--- src/pkg/ddr_pack_pkg.sv ---
// Constants, types and layouts shared by the DDR storage packing block
package ddr_pack_pkg;
  localparam int WORD_W  = 48;
  localparam int BEAT_W  = 64;
  localparam int CHIPS   = 4;
  localparam int SLICE_W = 16;
  localparam int LANES   = 8;
  localparam int SYN_W   = 8;
  localparam int FIFO_D  = 16;
  localparam int CNT_W   = 25;
  localparam logic [2:0] CFG_ECC_OFF = 3'h7;
  localparam logic [2:0] CFG_ECC_ON  = 3'h5;
  localparam logic [1:0] TYPE_X16    = 2'h3;
  localparam logic [2:0] WORDS_OFF   = 3'h4;
  localparam logic [2:0] WORDS_ON    = 3'h2;
  localparam logic [1:0] BEATS       = 2'h3;
  localparam logic [8:0] COLS_USED   = 9'h1F8;
  localparam logic [2:0] RD_LAT      = 3'h4;
  localparam logic       AUTO_PRE    = 1'b1;
  localparam int unsigned MBIT       = 1024 * 1024;
  localparam logic [CNT_W-1:0] LIMIT_OFF = CNT_W'(1008 * MBIT / WORD_W);
  localparam logic [CNT_W-1:0] LIMIT_ON  = CNT_W'(576 * MBIT / WORD_W);

  typedef enum logic [2:0] {
    ST_IDLE  = 3'h0,
    ST_WACT  = 3'h1,
    ST_WCMD  = 3'h3,
    ST_WBEAT = 3'h2,
    ST_RCAP  = 3'h6,
    ST_RCMD  = 3'h7,
    ST_RACT  = 3'h5
  } ctl_state_e;

  typedef struct packed {
    logic        ras_n;
    logic        cas_n;
    logic        we_n;
    logic [1:0]  ba;
    logic [12:0] addr;
  } mem_cmd_s;

  localparam mem_cmd_s CMD_NOP = '{1'b1, 1'b1, 1'b1, 2'h0, 13'h0000};
endpackage

--- src/core/ddr_storage_packing_if.sv ---
// Word FIFO and DDR packing controller for the four-chip x16 arrangement
`timescale 1ns/1ns
`default_nettype none

module word_fifo #(
  parameter int W = 48,
  parameter int D = 16
) (
  input  wire logic         i_sys_clk,
  input  wire logic         i_sys_rst,
  input  wire logic         i_in_valid,
  output logic              o_in_ready,
  input  wire logic [W-1:0] i_in_data,
  output logic              o_out_valid,
  input  wire logic         i_out_ready,
  output logic [W-1:0]      o_out_data
);
  localparam int AW = $clog2(D);
  logic [W-1:0]  mem_r [D];
  logic [AW-1:0] wp_r, wp_nxt, rp_r, rp_nxt;
  logic [AW:0]   cnt_r, cnt_nxt;
  logic          push, pop;

  assign o_in_ready  = (cnt_r != (AW+1)'(D));
  assign o_out_valid = (cnt_r != '0);
  assign o_out_data  = mem_r[rp_r];
  assign push = i_in_valid && o_in_ready;
  assign pop  = o_out_valid && i_out_ready;

  always_comb begin
    wp_nxt  = push ? wp_r + 1'b1 : wp_r;
    rp_nxt  = pop ? rp_r + 1'b1 : rp_r;
    cnt_nxt = cnt_r + (AW+1)'(push) - (AW+1)'(pop);
  end

  always_ff @(posedge i_sys_clk or posedge i_sys_rst) begin
    if (i_sys_rst) begin
      wp_r  <= '0;
      rp_r  <= '0;
      cnt_r <= '0;
    end else begin
      wp_r  <= wp_nxt;
      rp_r  <= rp_nxt;
      cnt_r <= cnt_nxt;
    end
  end

  always_ff @(posedge i_sys_clk) begin
    if (push) begin
      mem_r[wp_r] <= i_in_data;
    end
  end
endmodule

module ddr_storage_packing_if
  import ddr_pack_pkg::*;
(
  input  wire logic              i_sys_clk,
  input  wire logic              i_sys_rst,
  input  wire logic [2:0]        i_memory_config_select,
  input  wire logic [1:0]        i_memory_type_select,
  input  wire logic              i_wr_valid,
  input  wire logic [WORD_W-1:0] i_wr_data,
  output logic                   o_wr_ready,
  output logic                   o_rd_valid,
  output logic [WORD_W-1:0]      o_rd_data,
  input  wire logic              i_rd_ready,
  output logic                   o_full,
  output logic                   o_empty,
  output logic                   o_ecc_on,
  output logic                   o_cfg_err,
  output logic                   o_corrected,
  output mem_cmd_s               o_mem_cmd,
  output logic [BEAT_W-1:0]      o_mem_dq,
  output logic                   o_mem_dq_oe_n,
  input  wire logic [BEAT_W-1:0] i_mem_dq,
  output logic [LANES-1:0]       o_mem_dqs,
  output logic                   o_mem_dqs_oe_n
);
  localparam int GW = 4 * WORD_W;

  // Hamming position of each data bit skips powers of two
  function automatic logic [SYN_W-1:0] check_bits(input logic [63:0] d);
    logic [SYN_W-1:0] s;
    logic [6:0]       p;
    s = '0;
    p = 7'h02;
    for (int i = 0; i < BEAT_W; i++) begin
      p = p + 7'h01;
      if ((p & (p - 7'h01)) == 7'h00) p = p + 7'h01;
      for (int j = 0; j < 7; j++) if (p[j]) s[j] = s[j] ^ d[i];
    end
    s[7] = ^d;
    return s;
  endfunction

  function automatic logic [63:0] fix(input logic [63:0] d,
                                      input logic [6:0]  syn);
    logic [63:0] r;
    logic [6:0]  p;
    r = d;
    p = 7'h02;
    for (int i = 0; i < BEAT_W; i++) begin
      p = p + 7'h01;
      if ((p & (p - 7'h01)) == 7'h00) p = p + 7'h01;
      if (syn == p) r[i] = ~r[i];
    end
    return r;
  endfunction

  logic [2:0]        sel_s1_r, sel_s2_r;
  logic [1:0]        typ_s1_r, typ_s2_r;
  logic [BEAT_W-1:0] dq_s1_r, dq_s2_r;
  logic              cfg_done_r, ecc_r, err_r;
  logic              f_valid, f_ready;
  logic [WORD_W-1:0] f_data;

  word_fifo #(.W(WORD_W), .D(FIFO_D)) u_fifo (
    .i_sys_clk   (i_sys_clk),
    .i_sys_rst   (i_sys_rst),
    .i_in_valid  (i_wr_valid),
    .o_in_ready  (o_wr_ready),
    .i_in_data   (i_wr_data),
    .o_out_valid (f_valid),
    .i_out_ready (f_ready),
    .o_out_data  (f_data)
  );

  // Straps and read data come from pins, so two stages first
  // Strap stages run through reset so the mode is settled at release
  always_ff @(posedge i_sys_clk) begin
    sel_s1_r <= i_memory_config_select;
    sel_s2_r <= sel_s1_r;
    typ_s1_r <= i_memory_type_select;
    typ_s2_r <= typ_s1_r;
  end

  always_ff @(posedge i_sys_clk or posedge i_sys_rst) begin
    if (i_sys_rst) begin
      dq_s1_r <= '0;
      dq_s2_r <= '0;
    end else begin
      dq_s1_r <= i_mem_dq;
      dq_s2_r <= dq_s1_r;
    end
  end

  ctl_state_e        st_r, st_nxt;
  logic [GW-1:0]     g_r, g_nxt, bd_r, bd_nxt, rb_r, rb_nxt;
  logic [2:0]        gcnt_r, gcnt_nxt, rbcnt_r, rbcnt_nxt;
  logic [1:0]        beat_r, beat_nxt;
  logic [2:0]        lat_r, lat_nxt;
  logic [CNT_W-1:0]  cnt_r, cnt_nxt, limit;
  logic [14:0]       wrow_r, wrow_nxt, rrow_r, rrow_nxt;
  logic [8:0]        wcol_r, wcol_nxt, rcol_r, rcol_nxt;
  mem_cmd_s          cmd_r, cmd_nxt;
  logic [BEAT_W-1:0] dq_r, dq_nxt;
  logic              oe_n_r, oe_n_nxt, dqs_r, dqs_nxt, cor_r, cor_nxt;
  logic              cfg_done_nxt, ecc_nxt, err_nxt;
  logic [2:0]        bw;
  logic [63:0]       b0, b1, b2, c0, c1;
  logic [SYN_W-1:0]  k0, k1;
  logic              pop, wr_go, rd_go;

  assign bw    = ecc_r ? WORDS_ON : WORDS_OFF;
  assign limit = ecc_r ? LIMIT_ON : LIMIT_OFF;
  assign f_ready = cfg_done_r && !err_r && (gcnt_r < bw);
  assign pop   = f_valid && f_ready;
  assign wr_go = (gcnt_r == bw) && (cnt_r + CNT_W'(bw) <= limit);
  assign rd_go = (cnt_r >= CNT_W'(bw)) && (rbcnt_r == 3'h0);
  assign b0 = bd_r[63:0];
  assign b1 = bd_r[127:64];
  assign b2 = bd_r[191:128];
  assign k0 = check_bits(b0);
  assign k1 = check_bits(b1);
  assign c0 = fix(b0, k0[6:0] ^ b2[6:0]);
  assign c1 = fix(b1, k1[6:0] ^ b2[14:8]);

  always_comb begin
    cfg_done_nxt = 1'b1;
    ecc_nxt = ecc_r;
    err_nxt = err_r;
    // Mode caught once after reset release
    if (!cfg_done_r) begin
      ecc_nxt = (sel_s2_r == CFG_ECC_ON);
      err_nxt = !((sel_s2_r == CFG_ECC_ON || sel_s2_r == CFG_ECC_OFF)
                  && typ_s2_r == TYPE_X16);
    end
    st_nxt = st_r;
    g_nxt = g_r;
    gcnt_nxt = gcnt_r;
    bd_nxt = bd_r;
    rb_nxt = rb_r;
    rbcnt_nxt = rbcnt_r;
    beat_nxt = beat_r;
    lat_nxt = lat_r;
    cnt_nxt = cnt_r;
    wrow_nxt = wrow_r;
    wcol_nxt = wcol_r;
    rrow_nxt = rrow_r;
    rcol_nxt = rcol_r;
    cmd_nxt = CMD_NOP;
    dq_nxt = dq_r;
    oe_n_nxt = 1'b1;
    dqs_nxt = 1'b0;
    cor_nxt = 1'b0;
    if (pop) begin
      g_nxt[gcnt_r*WORD_W +: WORD_W] = f_data;
      gcnt_nxt = gcnt_r + 3'h1;
    end
    if (o_rd_valid && i_rd_ready) begin
      rb_nxt = rb_r >> WORD_W;
      rbcnt_nxt = rbcnt_r - 3'h1;
    end
    unique case (st_r)
      ST_IDLE: begin
        if (wr_go) begin
          st_nxt = ST_WACT;
          gcnt_nxt = 3'h0;
          cnt_nxt = cnt_r + CNT_W'(bw);
          // Dense pack, four words over three columns
          bd_nxt = g_r;
          // Check bits over each 64-bit data beat
          if (ecc_r) begin
            // Third beat holds syndromes, rest zero
            bd_nxt = {64'h0, 16'h0, g_r[95:48], 16'h0, g_r[47:0]};
            bd_nxt[135:128] = check_bits({16'h0, g_r[47:0]});
            bd_nxt[143:136] = check_bits({16'h0, g_r[95:48]});
          end
          cmd_nxt = '{1'b0, 1'b1, 1'b1, wrow_r[1:0], wrow_r[14:2]};
        end else if (rd_go) begin
          st_nxt = ST_RACT;
          cnt_nxt = cnt_r - CNT_W'(bw);
          cmd_nxt = '{1'b0, 1'b1, 1'b1, rrow_r[1:0], rrow_r[14:2]};
        end
      end
      ST_WACT: begin
        st_nxt = ST_WCMD;
        // One command and address for all chips
        cmd_nxt = '{1'b1, 1'b0, 1'b0, wrow_r[1:0],
                    {2'h0, AUTO_PRE, 1'b0, wcol_r}};
        dq_nxt = b0;
        oe_n_nxt = 1'b0;
        dqs_nxt = 1'b1;
        beat_nxt = 2'h1;
      end
      ST_WCMD, ST_WBEAT: begin
        // Second beat then the third, which is data or, with correction on, syndromes
        dq_nxt = (beat_r == 2'h1) ? b1 : b2;
        oe_n_nxt = 1'b0;
        dqs_nxt = !dqs_r;
        beat_nxt = beat_r + 2'h1;
        st_nxt = ST_WBEAT;
        if (beat_r == BEATS - 2'h1) begin
          st_nxt = ST_IDLE;
          // Columns past the used span stay empty
          wcol_nxt = wcol_r + 9'(BEATS);
          if (wcol_nxt == COLS_USED) begin
            wcol_nxt = 9'h000;
            wrow_nxt = wrow_r + 15'h0001;
          end
        end
      end
      ST_RACT: begin
        st_nxt = ST_RCMD;
        cmd_nxt = '{1'b1, 1'b0, 1'b1, rrow_r[1:0],
                    {2'h0, AUTO_PRE, 1'b0, rcol_r}};
        lat_nxt = 3'h0;
        beat_nxt = 2'h0;
      end
      ST_RCMD: begin
        lat_nxt = lat_r + 3'h1;
        if (lat_r == RD_LAT - 3'h1) st_nxt = ST_RCAP;
      end
      ST_RCAP: begin
        beat_nxt = beat_r + 2'h1;
        // Index 3 lies past the buffer, so only beats 0..2 are stored
        if (beat_r != BEATS) begin
          bd_nxt[beat_r*BEAT_W +: BEAT_W] = dq_s2_r;
        end else begin
          st_nxt = ST_IDLE;
          rb_nxt = bd_r;
          rbcnt_nxt = bw;
          if (ecc_r) begin
            rb_nxt = {96'h0, c1[47:0], c0[47:0]};
            cor_nxt = (c0 != b0) || (c1 != b1);
          end
          rcol_nxt = rcol_r + 9'(BEATS);
          if (rcol_nxt == COLS_USED) begin
            rcol_nxt = 9'h000;
            rrow_nxt = rrow_r + 15'h0001;
          end
        end
      end
      default: st_nxt = ST_IDLE;
    endcase
  end

  always_ff @(posedge i_sys_clk or posedge i_sys_rst) begin
    if (i_sys_rst) begin
      cfg_done_r <= 1'b0;
      ecc_r <= 1'b0;
      err_r <= 1'b0;
      st_r <= ST_IDLE;
      g_r <= '0;
      gcnt_r <= 3'h0;
      bd_r <= '0;
      rb_r <= '0;
      rbcnt_r <= 3'h0;
      beat_r <= 2'h0;
      lat_r <= 3'h0;
      cnt_r <= '0;
      wrow_r <= 15'h0000;
      wcol_r <= 9'h000;
      rrow_r <= 15'h0000;
      rcol_r <= 9'h000;
      cmd_r <= CMD_NOP;
      dq_r <= '0;
      oe_n_r <= 1'b1;
      dqs_r <= 1'b0;
      cor_r <= 1'b0;
    end else begin
      cfg_done_r <= cfg_done_nxt;
      ecc_r <= ecc_nxt;
      err_r <= err_nxt;
      st_r <= st_nxt;
      g_r <= g_nxt;
      gcnt_r <= gcnt_nxt;
      bd_r <= bd_nxt;
      rb_r <= rb_nxt;
      rbcnt_r <= rbcnt_nxt;
      beat_r <= beat_nxt;
      lat_r <= lat_nxt;
      cnt_r <= cnt_nxt;
      wrow_r <= wrow_nxt;
      wcol_r <= wcol_nxt;
      rrow_r <= rrow_nxt;
      rcol_r <= rcol_nxt;
      cmd_r <= cmd_nxt;
      dq_r <= dq_nxt;
      oe_n_r <= oe_n_nxt;
      dqs_r <= dqs_nxt;
      cor_r <= cor_nxt;
    end
  end

  // Per-chip data slices and per-lane strobes
  for (genvar c = 0; c < CHIPS; c++) begin : g_chip
    assign o_mem_dq[c*SLICE_W +: SLICE_W] = dq_r[c*SLICE_W +: SLICE_W];
    assign o_mem_dqs[2*c]   = dqs_r;
    assign o_mem_dqs[2*c+1] = dqs_r;
  end

  assign o_mem_cmd      = cmd_r;
  assign o_mem_dq_oe_n  = oe_n_r;
  assign o_mem_dqs_oe_n = oe_n_r;
  assign o_rd_valid     = (rbcnt_r != 3'h0);
  assign o_rd_data      = rb_r[WORD_W-1:0];
  assign o_full         = (cnt_r + CNT_W'(bw) > limit);
  assign o_empty        = (cnt_r == '0);
  assign o_ecc_on       = ecc_r;
  assign o_cfg_err      = err_r;
  assign o_corrected    = cor_r;
endmodule

`default_nettype wire

--- config.mk ---
export PLATFORM = sky130hd
export DESIGN_NAME = ddr_storage_packing_if
export DESIGN_NICKNAME = d
export VERILOG_FILES = /design/src/pkg/ddr_pack_pkg.sv /design/src/core/ddr_storage_packing_if.sv
export SDC_FILE = /design/constraint.sdc
export NUM_CORES = 2
export LEC_CHECK = 0
export BUFFER_PORTS_ARGS = -buffer_cell sky130_fd_sc_hd__buf_2
export CORE_UTILIZATION = 65
export DETAILED_ROUTE_END_ITERATION = 8
export GPL_ROUTABILITY_DRIVEN = 0
export PLACE_DENSITY_LB_ADDON = 0.15
export SLEW_MARGIN = 15
export SYNTH_ARGS = -nofsm -noshare
export SYNTH_HDL_FRONTEND = slang
export SYNTH_HIERARCHICAL = 1
export SYNTH_SLANG_ARGS = --single-unit
export TNS_END_PERCENT = 30
--- constraint.sdc ---
create_clock -name i_sys_clk -period 49 [get_ports i_sys_clk]
set_clock_uncertainty 0.05 [all_clocks]
set_input_delay 2.45 -clock i_sys_clk [delete_from_list [all_inputs] [get_ports i_sys_clk]]
set_output_delay 2.45 -clock i_sys_clk [all_outputs]
set_load 0.1 [all_outputs]
# Yosys cells after proc, flatten, opt, wreduce, memory -nomap -nowiden
# Memory sizes are Yosys's and may differ from the RTL's.
# Cells that the tools add are included.
dict set report op_classes {
  add_sub_neg 154
  n_mul 1
  order_cmp 4
  eq_ne 152
  shift 4
  n_mux 2953
  n_bitwise 1219
  n_reduce_logical 81
}
# cell n
set op_table {}
lappend op_table {{$mux 1} 2730}
lappend op_table {{$mux 192} 7}
lappend op_table {{$mux 7} 187}
lappend op_table {{$xor 1x1->1} 1042}
lappend op_table {{$add 7x1->7 const B} 92}
lappend op_table {{$eq 7x6->1 const B} 62}
lappend op_table {{$bwmux 192} 2}
lappend op_table {{$pmux 192 s2} 1}
lappend op_table {{$and 7x7->7} 46}
lappend op_table {{$logic_not 7->1} 46}
lappend op_table {{$sub 7x1->7 const B} 46}
lappend op_table {{$eq 7x5->1 const B} 30}
lappend op_table {{$shift 48x34->192 const A} 1}
lappend op_table {{$shift 64x34->192 const A} 1}
lappend op_table {{$shiftx 48x34->192} 1}
lappend op_table {{$shiftx 64x34->192} 1}
lappend op_table {{$not 1->1} 129}
lappend op_table {{$ne 64x64->1} 2}
lappend op_table {{$pmux 64 s2} 1}
lappend op_table {{$reduce_xor 64->1} 2}
lappend op_table {{$eq 7x4->1 const B} 14}
lappend op_table {{$eq 7x7->1 const B} 14}
lappend op_table {{$mux 25} 3}
lappend op_table {{$mux 64} 1}
lappend op_table {{other kinds (51)} 107}
dict set report totals {
  regBits 902
  ram_bits 768
  inputBits 121
  out_inout_bits 147
  word_cells 4603
  n_memories 1
}
# memory depth word_bits read_ports rd_ports_with_merged_regs wr line_no
set mem_list {}
lappend mem_list {u_fifo.mem_r 16 48 1 0 1 ddr_storage_packing_if.sv:19} ;# logic [W-1:0] mem_r [D];

# Depth between registers and ports, before layout
dict set report logic_depth {
  word_depth 378
  depth_mapped 21
  ltp_nobuf 17
}

# Hierarchy
# Netlist, hierarchy kept.
# module instances cells_each area_per_inst_um2
set modules_own_cells {}
lappend modules_own_cells {ddr_storage_packing_if 1 4916 48261.3}
lappend modules_own_cells {word_fifo 1 1469 30167.7}

# Worst setup path after synthesis
# Ideal clock, no wire load.
dict set report synth_timing {
  kind {in2reg}
  from {in i_wr_valid}
  to {mem u_fifo.mem_r[3][0], enable pin}
  setup_ns 0.573
  arrival_time_ns 7.363
  t_required_ns 48.377
  slack_ns 41.014
  stages 4
  cell_sequence {and2_1 -> clkbuf_2 -> inv_2 -> nor4_1}
}
dict set report synth_between {
  elab_chain_len 3
}
# element line_no
set synth_lines {}
lappend synth_lines {{start: declaration} ddr_storage_packing_if.sv:62} ;# input wire logic i_wr_valid,
lappend synth_lines {{$logic_and 1x1->1} ddr_storage_packing_if.sv:27} ;# assign push = i_in_valid && o_in_ready;
lappend synth_lines {{$mux 1} ddr_storage_packing_if.sv:49} ;# if (push) begin
lappend synth_lines {{$mux 1 (not written as such)} ddr_storage_packing_if.sv:50} ;# mem_r[wp_r] <= i_in_data;
lappend synth_lines {{end: declaration} ddr_storage_packing_if.sv:19}
# Every way passes these cells.

# Worst setup path after layout
dict set report layout_timing {
  from {reg ecc_r, in the netlist o_ecc_on}
  to {out o_full}
}
dict set report layout_between {
  elab_chain_len 3
  word_cells_on_any_way 4
  cone_classes {1 x add/sub; 1 x order compare; 2 x mux}
}
# element line_no
set layout_lines {}
lappend layout_lines {{start: declaration} ddr_storage_packing_if.sv:114} ;# logic cfg_done_r, ecc_r, err_r;
lappend layout_lines {{start signal: assignment} ddr_storage_packing_if.sv:324} ;# ecc_r <= ecc_nxt;
lappend layout_lines {{$mux 3} ddr_storage_packing_if.sv:165} ;# assign bw = ecc_r ? WORDS_ON : WORDS_OFF;
lappend layout_lines {{$add 25x3->25} ddr_storage_packing_if.sv:359} ;# assign o_full = (cnt_r + CNT_W'(bw) > limit);
lappend layout_lines {{$gt 25x25->1 (*)} ddr_storage_packing_if.sv:359}
lappend layout_lines {{end: declaration} ddr_storage_packing_if.sv:68} ;# output logic o_full,
# Mark *: on every way between the ends. The rest lies on a longest branch, timed or not.

==> flow_metrics.env <==
export IMPL_status="finished, final reports clean"
export IMPL_wl_met2_um=108800
export IMPL_die_area_mm2=0.1221
export IMPL_min_from="typ_s1_r[0]"
export IMPL_tns_ns=0
export IMPL_cp_end_kind="output pin"
export IMPL_numPortBuffers=267
export IMPL_pre_cts_slack_ns=41.44
export IMPL_hold_depth=0
export IMPL_rrSetupSlack_ns=42.64
export IMPL_path_class="reg2out"
export IMPL_finalCriticalPeriod_ns=8.457
export IMPL_period_share_pct=17.26
export IMPL_cp_data_arrival_time_ns=5.96
export IMPL_hp_class="reg2reg"
export IMPL_whs_endpoint="typ_s2_r[0]"
export IMPL_h_tree_depth=4
export IMPL_critPathMaxFanout=62
export IMPL_drive_gt1_share_pct=12.47
export IMPL_path_cells="inv_2 -> buf_4 -> ha_1 -> a21oi_1 -> or4_1 -> nor3_1 -> nand3_1 -> xnor2_1 -> ha_1 -> nand4_1 -> nor3_1 -> o2111ai_1 -> or4_4 -> o21ai_4 -> inv_2 -> buf_2"
export IMPL_max_freq_mhz=118.2
export IMPL_grt_pass1_wl_um=347200
export IMPL_cts_root_buffer="clkbuf_16"
export IMPL_synth_cells=6385
export IMPL_worst_pin_slew_ns=1.358
export IMPL_grt_max_degree=189
export IMPL_antenna_found_initial=12
export IMPL_fill_cells=8201
export IMPL_r2r_end="bd_r[38]"
export IMPL_first_iter_violations=7611
export IMPL_r2r_start="o_ecc_on"
export IMPL_clockBufferDepth=3
export IMPL_slew_violations=0
export IMPL_post_route_drc_count=0
export IMPL_fin_cells=8133
export IMPL_worstPathRequired_ns=46.50
export IMPL_nNetsFinal=6539
export IMPL_final_cell_mix="dfrtp_1 (880), edfxtp_1 (768), nand2_1 (764), xnor2_1 (402), a21oi_1 (349)"
export IMPL_synth_top_cell_by_area="edfxtp_1"
export IMPL_synthFlopType="dfrtp_1"
export IMPL_ctsResizeCount=0
export IMPL_wl_met3_um=24130
export IMPL_cp_start_kind="register"
export IMPL_yosys_warnings=6
export IMPL_syn_nets=6552
export IMPL_grt_setup_unrepaired="no"
export IMPL_yosys_top_cells_area="edfxtp_1 (29%), dfrtp_1 (28%), xnor2_1 (4.5%)"
export IMPL_holdBufCountCts=0
export IMPL_max_slew_margin_rel_pct=6.883
export IMPL_clk_pin_slew_ns=0.06
export IMPL_totalWireLength_um=238300
export IMPL_synth_distinct_cells=92
export IMPL_ant_nets=0
export IMPL_worstSkewPairLatency_ns=0.81
export IMPL_via_per_inst=6.708
export IMPL_syn_to_final_growth_pct=9.526
export IMPL_place_inst=7815
export IMPL_layout_commonest_cell="dfrtp_1"
export IMPL_gr_usage_all_layers_pct=39.10
export IMPL_grt_pass1_vias=52520
export IMPL_m1WireLength_um=85840
export IMPL_pin_count=268
export IMPL_die_w_um=349.4
export IMPL_dp_hpwl_um=156400
export IMPL_firstDrtPassIters=7
export IMPL_clock_sinks=1669
export IMPL_setup_viol=0
export IMPL_wl_per_cell_um=29.30
export IMPL_r2r_cells=19
export IMPL_fin_util_pct=71.70
export IMPL_yosysSeqAreaShare_pct=58.10
export IMPL_cts_tree="yes"
export IMPL_cts_made_buffers=167
export IMPL_cp_num_buf_inv=4
export IMPL_core_mm2=0.1198
export IMPL_critPathMaxStageDelay_ns=0.76
export IMPL_floorplan_initialDensity_pct=65.46
export IMPL_vias=54550
export IMPL_setup_ws_ns=40.54
export IMPL_die_h_um=349.4
export IMPL_yosys_register_bits=1669
export IMPL_multi_input_area_mm2=0.03034
export IMPL_synth_edf_count=768
export IMPL_rows=127
export IMPL_async_reset_ff_share_pct=53.39
export IMPL_crit_family="simple AND/OR/NAND/NOR gates"
export IMPL_cap_violations=0
export IMPL_hold_viol_final=0
export IMPL_slowest_stage="dfrtp_4"
export IMPL_synthesis_area_mm2=0.07843
export IMPL_post_cts_buffers=0
export IMPL_grt_overflow=0
export IMPL_routed_top_layer="met5"
export IMPL_register_area_mm2=0.04558
export IMPL_syn_area_per_cell_um2=12.28
export IMPL_yosysTopAreaCellShare_pct=29.41
## metal layers
layer,vias up,GRT usage [%]
met3,870,8.095
met5,-,0
met4,8,27.38
met1,26950,50.32
met2,3473,59.90
li1,23260,-
## kinds of logic (layout without fill, tap and decap cells)
logic type / count (synthesis) / count (layout) / synth area share, %
xor+xnor: 586 / 586 / 7.790
compound gates: 1407 / 1407 / 11.81
buf+inv: 591 / 720 / 3.494
simple gates: 1447 / 1447 / 8.034
other cells: 1 / 8 / 0.004781
fa+ha+maj: 46 / 46 / 0.7721
mux: 638 / 638 / 10.00
flops: 1669 / 1669 / 58.10
## cells in the mapped netlist, types with 56 or more instances
master      n
nor2_1    268
o21ai_0   339
buf_4      70
xnor2_1   402
a22o_1    178
xor2_1    113
edfxtp_1  768
a22oi_1   143
inv_1      56
nor3_1    148
xnor3_1    59
nand2_1   766
mux2_1    179
clkbuf_1  366
a31oi_1   104
a21oi_1   349
nand3_1    61
mux4_2     96
a221oi_1   99
dfrtp_1   887
mux2i_1   339
## area by class of cell
class	instances	share of cell area, %
tap	1612	2.348
sequential	1669	53.06
clock inverter	83	1.142
antenna	7	0.02039
multi-input combinational	4125	35.32
timing repair buffer	347	2.298
inverter	62	0.2797
clock buffer	228	5.528
## state kept, by name, indices dropped and copies added, names as in the netlist, 4 cells and up
signal,cells
u_fifo/mem_r,768
rrow_r,15
u_fifo/wp_r,4
o_mem_dq,64
g_r,192
bd_r,192
dq_s1_r,64
rcol_r,9
cnt_r,24
dq_s2_r,64
wcol_r,9
u_fifo/rp_r,4
rb_r,192
o_mem_cmd,18
u_fifo/cnt_r,5
wrow_r,15
## worst reg2reg max path, stage by stage, from the launching register on
cell and delay (ns):
dfrtp_4 0.76, inv_2 0.14, buf_4 0.67, ha_1 0.33, a21oi_1 0.10, or4_1 0.62
nor3_1 0.30, nand3_1 0.12, xnor2_1 0.19, ha_1 0.33, nand4_1 0.11, nor3_1 0.20
o2111ai_1 0.15, or4_4 0.45, o21ai_4 0.08, inv_2 0.22, nor2_8 0.30, o22ai_4 0.10
buf_4 0.37, mux2_1 0.64
## through the flow
step | instance area (um2) | hold WS [ns]
after floorplan | 78430 | 0.2596
after global placement | 80140 | 0.2634
after detailed placement | 80140 | 0.2621
after CTS | 85870 | 0.2761
after global routing | 85890 | 0.2844
final | 85900 | 0.2751
## how the worst max path moves through the flow
stage	slack (ns)	start	cells past startpoint	endpoint
floorplan	21.83	i_sys_rst	1	bd_r[0]
global placement	41.43	o_ecc_on	16	o_full
detailed placement	41.44	o_ecc_on	16	o_full
CTS	40.57	o_ecc_on	16	o_full
global route	40.28	o_ecc_on	16	o_full
finish	40.54	o_ecc_on	16	o_full
Power is left out: the tool's default activity adds up to more than one toggle a clock period on the data nets, which glitch-free logic cannot reach.
